--- config.mk ---
export PLATFORM = sky130hd
export DESIGN_NAME = spm_pin_mux
export DESIGN_NICKNAME = d
export VERILOG_FILES = /design/src/logic/spm_pkg.sv /design/src/logic/spm_pin_mux.sv
export SDC_FILE = /design/constraint.sdc
export NUM_CORES = 1
export LEC_CHECK = 0
export BUFFER_PORTS_ARGS = -buffer_cell sky130_fd_sc_hd__buf_2
export CORE_ASPECT_RATIO = 0.7
export CORE_MARGIN = 1.5
export CORE_UTILIZATION = 62
export CTS_BUF_LIST = sky130_fd_sc_hd__clkbuf_8
export CTS_CLUSTER_SIZE = 40
export DETAILED_ROUTE_END_ITERATION = 8
export PLACE_DENSITY = 0.87
export SLEW_MARGIN = 10
export SYNTH_ARGS = -nofsm -noshare
export SYNTH_HDL_FRONTEND = slang
export SYNTH_SLANG_ARGS = --single-unit
--- constraint.sdc ---
create_clock -name clk -period 5.4 [get_ports clk]
set_clock_uncertainty 0.15 [all_clocks]
set_input_delay 0.27 -clock clk [delete_from_list [all_inputs] [get_ports clk]]
set_output_delay 0.27 -clock clk [all_outputs]
set_load 0.03 [all_outputs]
--- src/logic/spm_pkg.sv ---
package spm_pkg;
  localparam int NPIN = 8;
  localparam int CTRL_W = 24;
  localparam int STS_W = 10;
  localparam int SEL_W = 4;
  // register indices; byte address is four times the index
  localparam logic [9:0] IDX_LEVEL = 10'h147;
  localparam logic [9:0] IDX_DIR = 10'h14b;
  localparam logic [9:0] IDX_CTRL = 10'h150;
  localparam logic [9:0] IDX_STS = 10'h151;
  localparam logic [9:0] IDX_MASK = 10'h152;
  localparam logic [11:0] ADDR_LEVEL = {IDX_LEVEL, 2'b00};
  localparam logic [11:0] ADDR_DIR = {IDX_DIR, 2'b00};
  localparam logic [11:0] ADDR_CTRL = {IDX_CTRL, 2'b00};
  localparam logic [11:0] ADDR_STS = {IDX_STS, 2'b00};
  localparam logic [11:0] ADDR_MASK = {IDX_MASK, 2'b00};
  // control fields
  localparam int CTL_CHAN_LSB = 0;
  localparam int CTL_ING_EN = 8;
  localparam int CTL_ING_EXT = 9;
  localparam int CTL_EGR_EN = 10;
  localparam int CTL_EGR_EXT = 11;
  localparam int CTL_ING_SEL_LSB = 16;
  localparam int CTL_EGR_SEL_LSB = 20;
  // status fields: [7:0] loss rise per pin, then insert samples
  localparam int STS_ING_INS = 8;
  localparam int STS_EGR_INS = 9;
  localparam logic [NPIN-1:0] LEVEL_RST = 8'h00;
  localparam logic [NPIN-1:0] DIR_RST = 8'h00;
  localparam logic [CTRL_W-1:0] CTRL_RST = 24'h000000;
  localparam logic [STS_W-1:0] MASK_RST = 10'h000;
  // side 0 is ingress, side 1 is egress
  localparam int CLK_PIN [2] = '{1, 0};
  localparam int POS_PIN [2] = '{2, 5};
  localparam int NEG_PIN [2] = '{4, 3};
  // generated port clock: half period in ns, then in clk cycles
  localparam int CLK_NS = 5;
  localparam int LINK_HALF_NS = 60;
  localparam int LINK_HALF_CYC = (LINK_HALF_NS / CLK_NS < 1) ? 1 :
    LINK_HALF_NS / CLK_NS;
endpackage : spm_pkg

--- src/logic/spm_pin_mux.sv ---
// Summary of operation
// framer channel off and port off: pin is software general-purpose io
// each pin's direction comes from its own bit of the direction register
// input pin: reading its data bit returns the present pin level
// output pin: driven to the value last written to its data bit
// framer channel on, port off: pin is that channel's loss input
// high level on a loss input makes the channel declare loss
// ingress port clock wins: input when inserting, output when extracting
// insert mode replaces the selected stream with the dual-rail pin data
// ingress insert latches both rails on the port clock falling edge
// extract mode presents the selected stream on the dual-rail outputs
// ingress extract drives the clock, rails change on its rising edge
// egress insert samples both rails on the egress clock falling edge
// egress extract drives both rails, updated on its clock rising edge
// after reset every general-purpose pin is an input
module spm_pin_mux
  #(parameter int HALF_CYC = spm_pkg::LINK_HALF_CYC)
  (
  input wire logic clk,
  input wire logic rst_b,
  input wire logic ce,
  input wire logic hsel,
  input wire logic [31:0] haddr,
  input wire logic [1:0] htrans,
  input wire logic hwrite,
  input wire logic [2:0] hsize,
  input wire logic [31:0] hwdata,
  input wire logic hready,
  output logic [31:0] hrdata,
  output logic hreadyout,
  output logic hresp,
  input wire logic [spm_pkg::NPIN-1:0] pin_i,
  output logic [spm_pkg::NPIN-1:0] pin_o,
  output logic [spm_pkg::NPIN-1:0] pin_oe,
  output logic [spm_pkg::NPIN-1:0] chan_loss,
  output logic [spm_pkg::SEL_W-1:0] ing_sel,
  output logic ing_ins_pos,
  output logic ing_ins_neg,
  output logic ing_ins_vld,
  input wire logic ing_ext_pos,
  input wire logic ing_ext_neg,
  output logic ing_ext_take,
  output logic [spm_pkg::SEL_W-1:0] egr_sel,
  output logic egr_ins_pos,
  output logic egr_ins_neg,
  output logic egr_ins_vld,
  input wire logic egr_ext_pos,
  input wire logic egr_ext_neg,
  output logic egr_ext_take,
  output logic irq
  );
  import spm_pkg::*;

  // places clock, positive and negative rail values on a side's pins
  function automatic logic [NPIN-1:0] spm_place(input int s,
    input logic c, input logic p, input logic n);
    logic [NPIN-1:0] v;
    v = '0;
    v[CLK_PIN[s]] = c;
    v[POS_PIN[s]] = p;
    v[NEG_PIN[s]] = n;
    return v;
  endfunction : spm_place

  logic [NPIN-1:0] s1_ff, s2_ff, s3_ff, lvl_ff;
  logic [NPIN-1:0] level_ff, dir_ff, pin_o_ff, pin_oe_ff, los_ff;
  logic [CTRL_W-1:0] ctrl_ff;
  logic [STS_W-1:0] sts_ff, mask_ff;
  logic [11:0] addr_ff;
  logic wr_ff, rd_ff, hrdy_ff, irq_ff;
  logic [31:0] hrdata_ff;
  logic [1:0] clk_prev_ff, lclk_ff, ins_pos_ff, ins_neg_ff, ins_vld_ff;
  logic [1:0] rail_pos_ff, rail_neg_ff, take_ff;

  // a pin change counts once the second and third stages agree
  wire [NPIN-1:0] agree = ~(s2_ff ^ s3_ff);
  wire [NPIN-1:0] nxt_lvl = (s2_ff & agree) | (lvl_ff & ~agree);

  always_ff @(posedge clk)
  begin
    if (!rst_b)
    begin
      s1_ff <= '0;
      s2_ff <= '0;
      s3_ff <= '0;
      lvl_ff <= '0;
    end
    else if (ce)
    begin
      s1_ff <= pin_i;
      s2_ff <= s1_ff;
      s3_ff <= s2_ff;
      lvl_ff <= nxt_lvl;
    end
  end

  wire [NPIN-1:0] chan_en = ctrl_ff[CTL_CHAN_LSB +: NPIN];
  wire [1:0] port_en = {ctrl_ff[CTL_EGR_EN], ctrl_ff[CTL_ING_EN]};
  wire [1:0] port_ext = {ctrl_ff[CTL_EGR_EXT], ctrl_ff[CTL_ING_EXT]};
  wire [NPIN-1:0] ing_pins = spm_place(0, 1'b1, 1'b1, 1'b1);
  wire [NPIN-1:0] egr_pins = spm_place(1, 1'b1, 1'b1, 1'b1);
  // an enabled port takes its pins ahead of loss input and io
  wire [NPIN-1:0] port_fn = (port_en[0] ? ing_pins : '0) |
    (port_en[1] ? egr_pins : '0);
  wire [NPIN-1:0] los_fn = chan_en & ~port_fn;
  wire [NPIN-1:0] gpio_fn = ~chan_en & ~port_fn;
  wire [NPIN-1:0] port_oe_v = (port_en[0] && port_ext[0] ? ing_pins : '0) |
    (port_en[1] && port_ext[1] ? egr_pins : '0);
  wire [1:0] ext_pos_w = {egr_ext_pos, ing_ext_pos};
  wire [1:0] ext_neg_w = {egr_ext_neg, ing_ext_neg};
  wire [NPIN-1:0] side_val [2];

  genvar s;
  generate
    for (s = 0; s < 2; s++)
    begin : g_side
      logic [7:0] cnt_ff;
      wire clk_lvl = lvl_ff[CLK_PIN[s]];
      wire ins_on = port_en[s] & ~port_ext[s];
      wire ext_on = port_en[s] & port_ext[s];
      wire fall = ins_on & clk_prev_ff[s] & ~clk_lvl;
      wire tick = ext_on & (cnt_ff == 8'(HALF_CYC - 1));
      wire rise = tick & ~lclk_ff[s];
      assign side_val[s] = spm_place(s, lclk_ff[s], rail_pos_ff[s],
        rail_neg_ff[s]);
      always_ff @(posedge clk)
      begin
        if (!rst_b)
        begin
          clk_prev_ff[s] <= 1'b0;
          ins_pos_ff[s] <= 1'b0;
          ins_neg_ff[s] <= 1'b0;
          ins_vld_ff[s] <= 1'b0;
        end
        else if (ce)
        begin
          clk_prev_ff[s] <= clk_lvl;
          ins_vld_ff[s] <= fall;
          if (fall)
          begin
            // both rails taken together at the falling edge
            ins_pos_ff[s] <= lvl_ff[POS_PIN[s]];
            ins_neg_ff[s] <= lvl_ff[NEG_PIN[s]];
          end
        end
      end
      // generated clock stops low whenever extract is off
      always_ff @(posedge clk)
      begin
        if (!rst_b)
        begin
          cnt_ff <= 8'h00;
          lclk_ff[s] <= 1'b0;
          rail_pos_ff[s] <= 1'b0;
          rail_neg_ff[s] <= 1'b0;
          take_ff[s] <= 1'b0;
        end
        else if (ce)
        begin
          cnt_ff <= (!ext_on || tick) ? 8'h00 : cnt_ff + 8'h01;
          lclk_ff[s] <= ext_on & (lclk_ff[s] ^ tick);
          take_ff[s] <= rise;
          if (rise)
          begin
            rail_pos_ff[s] <= ext_pos_w[s];
            rail_neg_ff[s] <= ext_neg_w[s];
          end
        end
      end
    end
  endgenerate

  wire [NPIN-1:0] port_val = (side_val[0] & ing_pins & {NPIN{port_en[0]}}) |
    (side_val[1] & egr_pins & {NPIN{port_en[1]}});
  wire [NPIN-1:0] nxt_pin_o = (gpio_fn & level_ff) | (port_fn & port_val);
  wire [NPIN-1:0] nxt_pin_oe = (gpio_fn & dir_ff) |
    (port_fn & port_oe_v);
  wire [NPIN-1:0] nxt_los = los_fn & lvl_ff;
  wire [STS_W-1:0] evt = {ins_vld_ff[1], ins_vld_ff[0], nxt_los & ~los_ff};

  // bus: writes complete with no wait, reads take one wait state so
  // that a read right behind a write sees the written value
  wire acc = hsel & htrans[1] & hready;
  wire we_level = wr_ff && addr_ff == ADDR_LEVEL;
  wire we_dir = wr_ff && addr_ff == ADDR_DIR;
  wire we_ctrl = wr_ff && addr_ff == ADDR_CTRL;
  wire we_sts = wr_ff && addr_ff == ADDR_STS;
  wire we_mask = wr_ff && addr_ff == ADDR_MASK;
  wire [STS_W-1:0] sts_clr = we_sts ? hwdata[STS_W-1:0] : '0;
  // a new event beats a clear in the same cycle
  wire [STS_W-1:0] nxt_sts = (sts_ff & ~sts_clr) | evt;
  wire [NPIN-1:0] level_rd = (lvl_ff & ~dir_ff) | (level_ff & dir_ff);
  wire [31:0] rd_mux =
    (addr_ff == ADDR_LEVEL) ? {24'h000000, level_rd} :
    (addr_ff == ADDR_DIR) ? {24'h000000, dir_ff} :
    (addr_ff == ADDR_CTRL) ? {8'h00, ctrl_ff} :
    (addr_ff == ADDR_STS) ? {22'h0, sts_ff} :
    (addr_ff == ADDR_MASK) ? {22'h0, mask_ff} : 32'h00000000;

  always_ff @(posedge clk)
  begin
    if (!rst_b)
    begin
      addr_ff <= 12'h000;
      wr_ff <= 1'b0;
      rd_ff <= 1'b0;
      hrdy_ff <= 1'b1;
      hrdata_ff <= 32'h00000000;
    end
    else if (ce)
    begin
      wr_ff <= acc & hwrite;
      rd_ff <= acc & ~hwrite;
      hrdy_ff <= ~(acc & ~hwrite);
      if (acc)
        addr_ff <= haddr[11:0];
      if (rd_ff)
        hrdata_ff <= rd_mux;
    end
  end

  always_ff @(posedge clk)
  begin
    if (!rst_b)
    begin
      level_ff <= LEVEL_RST;
      dir_ff <= DIR_RST;
      ctrl_ff <= CTRL_RST;
      mask_ff <= MASK_RST;
      sts_ff <= '0;
      irq_ff <= 1'b0;
    end
    else if (ce)
    begin
      if (we_level)
        level_ff <= hwdata[NPIN-1:0];
      if (we_dir)
        dir_ff <= hwdata[NPIN-1:0];
      if (we_ctrl)
        ctrl_ff <= hwdata[CTRL_W-1:0];
      if (we_mask)
        mask_ff <= hwdata[STS_W-1:0];
      sts_ff <= nxt_sts;
      irq_ff <= |(nxt_sts & mask_ff);
    end
  end

  always_ff @(posedge clk)
  begin
    if (!rst_b)
    begin
      pin_o_ff <= '0;
      pin_oe_ff <= '0;
      los_ff <= '0;
    end
    else if (ce)
    begin
      pin_o_ff <= nxt_pin_o;
      pin_oe_ff <= nxt_pin_oe;
      los_ff <= nxt_los;
    end
  end

  assign hrdata = hrdata_ff;
  assign hreadyout = hrdy_ff;
  assign hresp = 1'b0;
  assign pin_o = pin_o_ff;
  assign pin_oe = pin_oe_ff;
  assign chan_loss = los_ff;
  assign ing_sel = ctrl_ff[CTL_ING_SEL_LSB +: SEL_W];
  assign egr_sel = ctrl_ff[CTL_EGR_SEL_LSB +: SEL_W];
  assign ing_ins_pos = ins_pos_ff[0];
  assign ing_ins_neg = ins_neg_ff[0];
  assign ing_ins_vld = ins_vld_ff[0];
  assign ing_ext_take = take_ff[0];
  assign egr_ins_pos = ins_pos_ff[1];
  assign egr_ins_neg = ins_neg_ff[1];
  assign egr_ins_vld = ins_vld_ff[1];
  assign egr_ext_take = take_ff[1];
  assign irq = irq_ff;

  wire ing_fall = g_side[0].fall;
  wire egr_fall = g_side[1].fall;
endmodule : spm_pin_mux

==> results.toml <==
[floorplanning]
ios = 162
initial_core_util = 0.6354
die_h_um = 100.1
core_area_um2 = 13140
dieArea_um2 = 14180
num_rows = 35
dieWidth_um = 141.7

[synth]
synth_top_area_cell = "dfxtp_1"
synth.area.top_cells = "dfxtp_1 (45%), nand2_1 (7.6%), nor2b_1 (6.1%)"
synthCells = 941
synth_seq_cells = 188
synth_top_area_frac = 0.4508
synth_cell_type_count = 52
async_reset_ff_frac = 0
synth.avg_cell_area_um2 = 8.871
synth_edf_count = 0
synth-main-ff-cell = "dfxtp_1"
syn_area_um2 = 8348
seq_area_frac_synth = 0.4508
ys.warnings.count = 0

[place]
gp_congestion = 0.8568
dp_worst_setup_slack_ns = 2.291
dp_hpwl_um = 13280
port_buffers = 120

[timing]
worstMarginPinSlew_ns = 1.039
max_freq_mhz = 312.2
maxSlewHeadroom = 0.3074
slew_violations = 0
tns_ns = 0
finalCritPeriodShare = 0.5931
period_minus_slack_ns = 3.203
whs_ns = 0.2457
fin_ws_ns = 2.197
hold_violations = 0
setup_violations = 0
grt_setup_unrepaired = "false"

[setup_path]
cp.arrival_ns = 3.42
cpPeakStageDelay_ns = 1.00
rr_startpoint = "addr_ff[3]$_SDFFE_PN0P_"
path_class = "flop to flop"
crit_path_end_kind = "flop"
critPathLaunchType = "flop"
crit_chain = "nor3b_1, nand4_1, a211oi_1, o31ai_1, and2_1"
required_ns = 5.62
cpMaxStageDelayCell = "dfxtp_1"
path_max_fanout = 18
cp-startpoint = "addr_ff[3]$_SDFFE_PN0P_"

[run_status]
status = "completed"

[detailed_routing]
wire_per_inst_um = 17.08
wl_um = 21230
vias = 7233
drt_iter0_markers = 663
vias_per_cell = 5.819
antenna_left = 0
drc = 0
dr.pass1.iters = 5

[pwr]
power.leakage_nw = 3.749
power_density_nw_per_um2 = 264.8
fin_total_pwr_mw = 2.583
switchingPower_uw = 616.7
max-vdd-ir-drop_v = 0.0001874
sw_frac_of_total = 0.2387
combPwrFrac = 0.068
seqPwrFrac = 0.547
p_int_mw = 1.966
pwr-share-clk = 0.385

[final_layout]
nets = 1155
area_delta_synth_final_pct = 16.85
drive_above_1_share = 0.1543
fillers = 953

[clock_network]
cts_sinks = 188
path_clk_slew_ns = 0.09
clk-insertion-delay-late_ns = 0.47
cts_buffer_depth = 2
root_buffer = "clkbuf_8"
cts_tree = "done"
numCtsBuffers = 17
h-tree-depth = 4

[min_path]
min_from = "ce"
min_path_type = "primary input to flop"

[global_route]
first_global_vias = 6550
grt_use_total = 0.2976
grt_antenna_before_repair = 0
overflow = 0
grt_max_degree = 108
grt_pass1_wl_um = 33310

[run]
maxCapViolations = 0
## timing repair
item                      in CTS  in global routing
hold endpoints to repair      69                  0
setup buffers                  0                  0
hold buffers                  49                  0
gates resized for setup        0                  0
## placed cells by master, fill, tap and decap left out, drive strengths merged, types with 7 or more instances in the layout
master / netlist / layout
nand3: 18 / 18
dlygate4sd3: 0 / 49
xor2: 8 / 8
o31ai: 8 / 8
inv: 8 / 12
nand2: 168 / 168
nand4: 7 / 7
o2bb2ai: 8 / 8
and2: 9 / 9
buf: 38 / 126
mux2i: 50 / 50
a22oi: 31 / 31
dfxtp: 188 / 188
a21oi: 8 / 8
a211oi: 8 / 8
a21o: 16 / 16
nor3b: 8 / 8
a21boi: 86 / 86
nor2b: 82 / 82
nor2: 43 / 43
clkbuf: 41 / 19
conb: 1 / 9
nor4bb: 7 / 7
o21ai: 44 / 44
## layer usage
layer  part of all wire  track usage  vias up
met5                  0            0        -
met4              0.022       0.1063        0
met3               0.11      0.06775       39
met2               0.44       0.4518      331
met1               0.43       0.4180     3392
li1                   -            -     3471
## final timing paths
check | endpoint | slack, ns | depth (start not counted)
hold / removal | pin_oe[4]$_SDFFE_PN0P_ | 0.25 | 2
setup reg to reg | hrdata[5]$_SDFFE_PN0P_ | 2.20 | 5
hold reg to reg | ctrl_ff[13]$_SDFFE_PN0P_ | 0.31 | 2
setup / recovery | hrdata[5]$_SDFFE_PN0P_ | 2.20 | 5
## synth_stat cells, types with 3 or more instances
cell,n
xor2_1,8
nand2_1,168
a22oi_1,31
nor3_1,4
dfxtp_1,188
nand4_1,7
o2bb2ai_1,8
nor2b_1,82
a21boi_0,65
mux2i_1,50
nor4bb_1,7
a31oi_1,6
and2_1,9
a21o_1,16
nor2_1,42
clkbuf_1,40
nand3_1,17
a221oi_1,6
buf_4,18
inv_1,8
nand4b_1,5
a21boi_1,21
buf_2,13
ha_1,4
or4_1,3
o21ai_0,44
xnor2_1,6
a211oi_1,8
nor3b_1,7
and3b_1,3
a21oi_1,8
buf_1,5
o31ai_1,8
## metrics by stage
step                instances  instance area [µm²]    util
finish                   1243                 9754  0.7425
global route             1242                 9752  0.7423
CTS                      1242                 9752  0.7423
detailed placement       1162                 8840  0.6729
global placement         1162                 8840  0.6729
floorplan                 949                 8378       -
## state kept, by name, summed over array words and instances, names as in the netlist, 2 cells and up, named ones only
signal	cells
hrdata	24
pin_oe	8
sts_ff	10
g_side.cnt_ff	16
ctrl_ff	24
mask_ff	10
clk_prev_ff	2
chan_loss	8
lclk_ff	2
rail_pos_ff	2
s1_ff	8
addr_ff	12
pin_o	8
rail_neg_ff	2
level_ff	8
dir_ff	8
s2_ff	8
s3_ff	8
## worst max-delay path, delay by kind of cell, from the launching register on
kind / cells / cell delay (ns)
simple gates: 3 / 1.24
flops: 1 / 1.00
compound gates: 2 / 0.72
## layout make-up
type                    instances  area, µm²  area share
multi-input cells             674       4188      0.4293
well taps                     166      207.7     0.02129
diodes                          1      2.502   0.0002565
flip-flops and latches        188       3764      0.3858
inverters                       8      30.03    0.003079
repair buffers                175       1141      0.1170
clock inverters                12      160.2     0.01642
clock buffers                  19      261.5     0.02681
## power groups by stage
stage                     Sequential (mW)  Clock (mW)  Combinational [mW]
final                                1.41       0.994               0.176
after global routing                 1.41        1.05               0.188
after CTS                            1.41       0.999               0.171
after detailed placement             1.44           0               0.143
after global placement               1.44           0               0.141
after floorplan                      1.45           0              0.0949
## logic make-up after synthesis
family | count (synthesis) | share of synthesized area
compound gates | 227 | 0.1903
xor+xnor | 14 | 0.01469
fa+ha+maj | 4 | 0.005995
buf+inv | 87 | 0.05111
flops | 188 | 0.4508
mux | 50 | 0.05995
other cells | 1 | 0.0004492
simple gates | 370 | 0.2266
(Power assumes the default switching activity.)
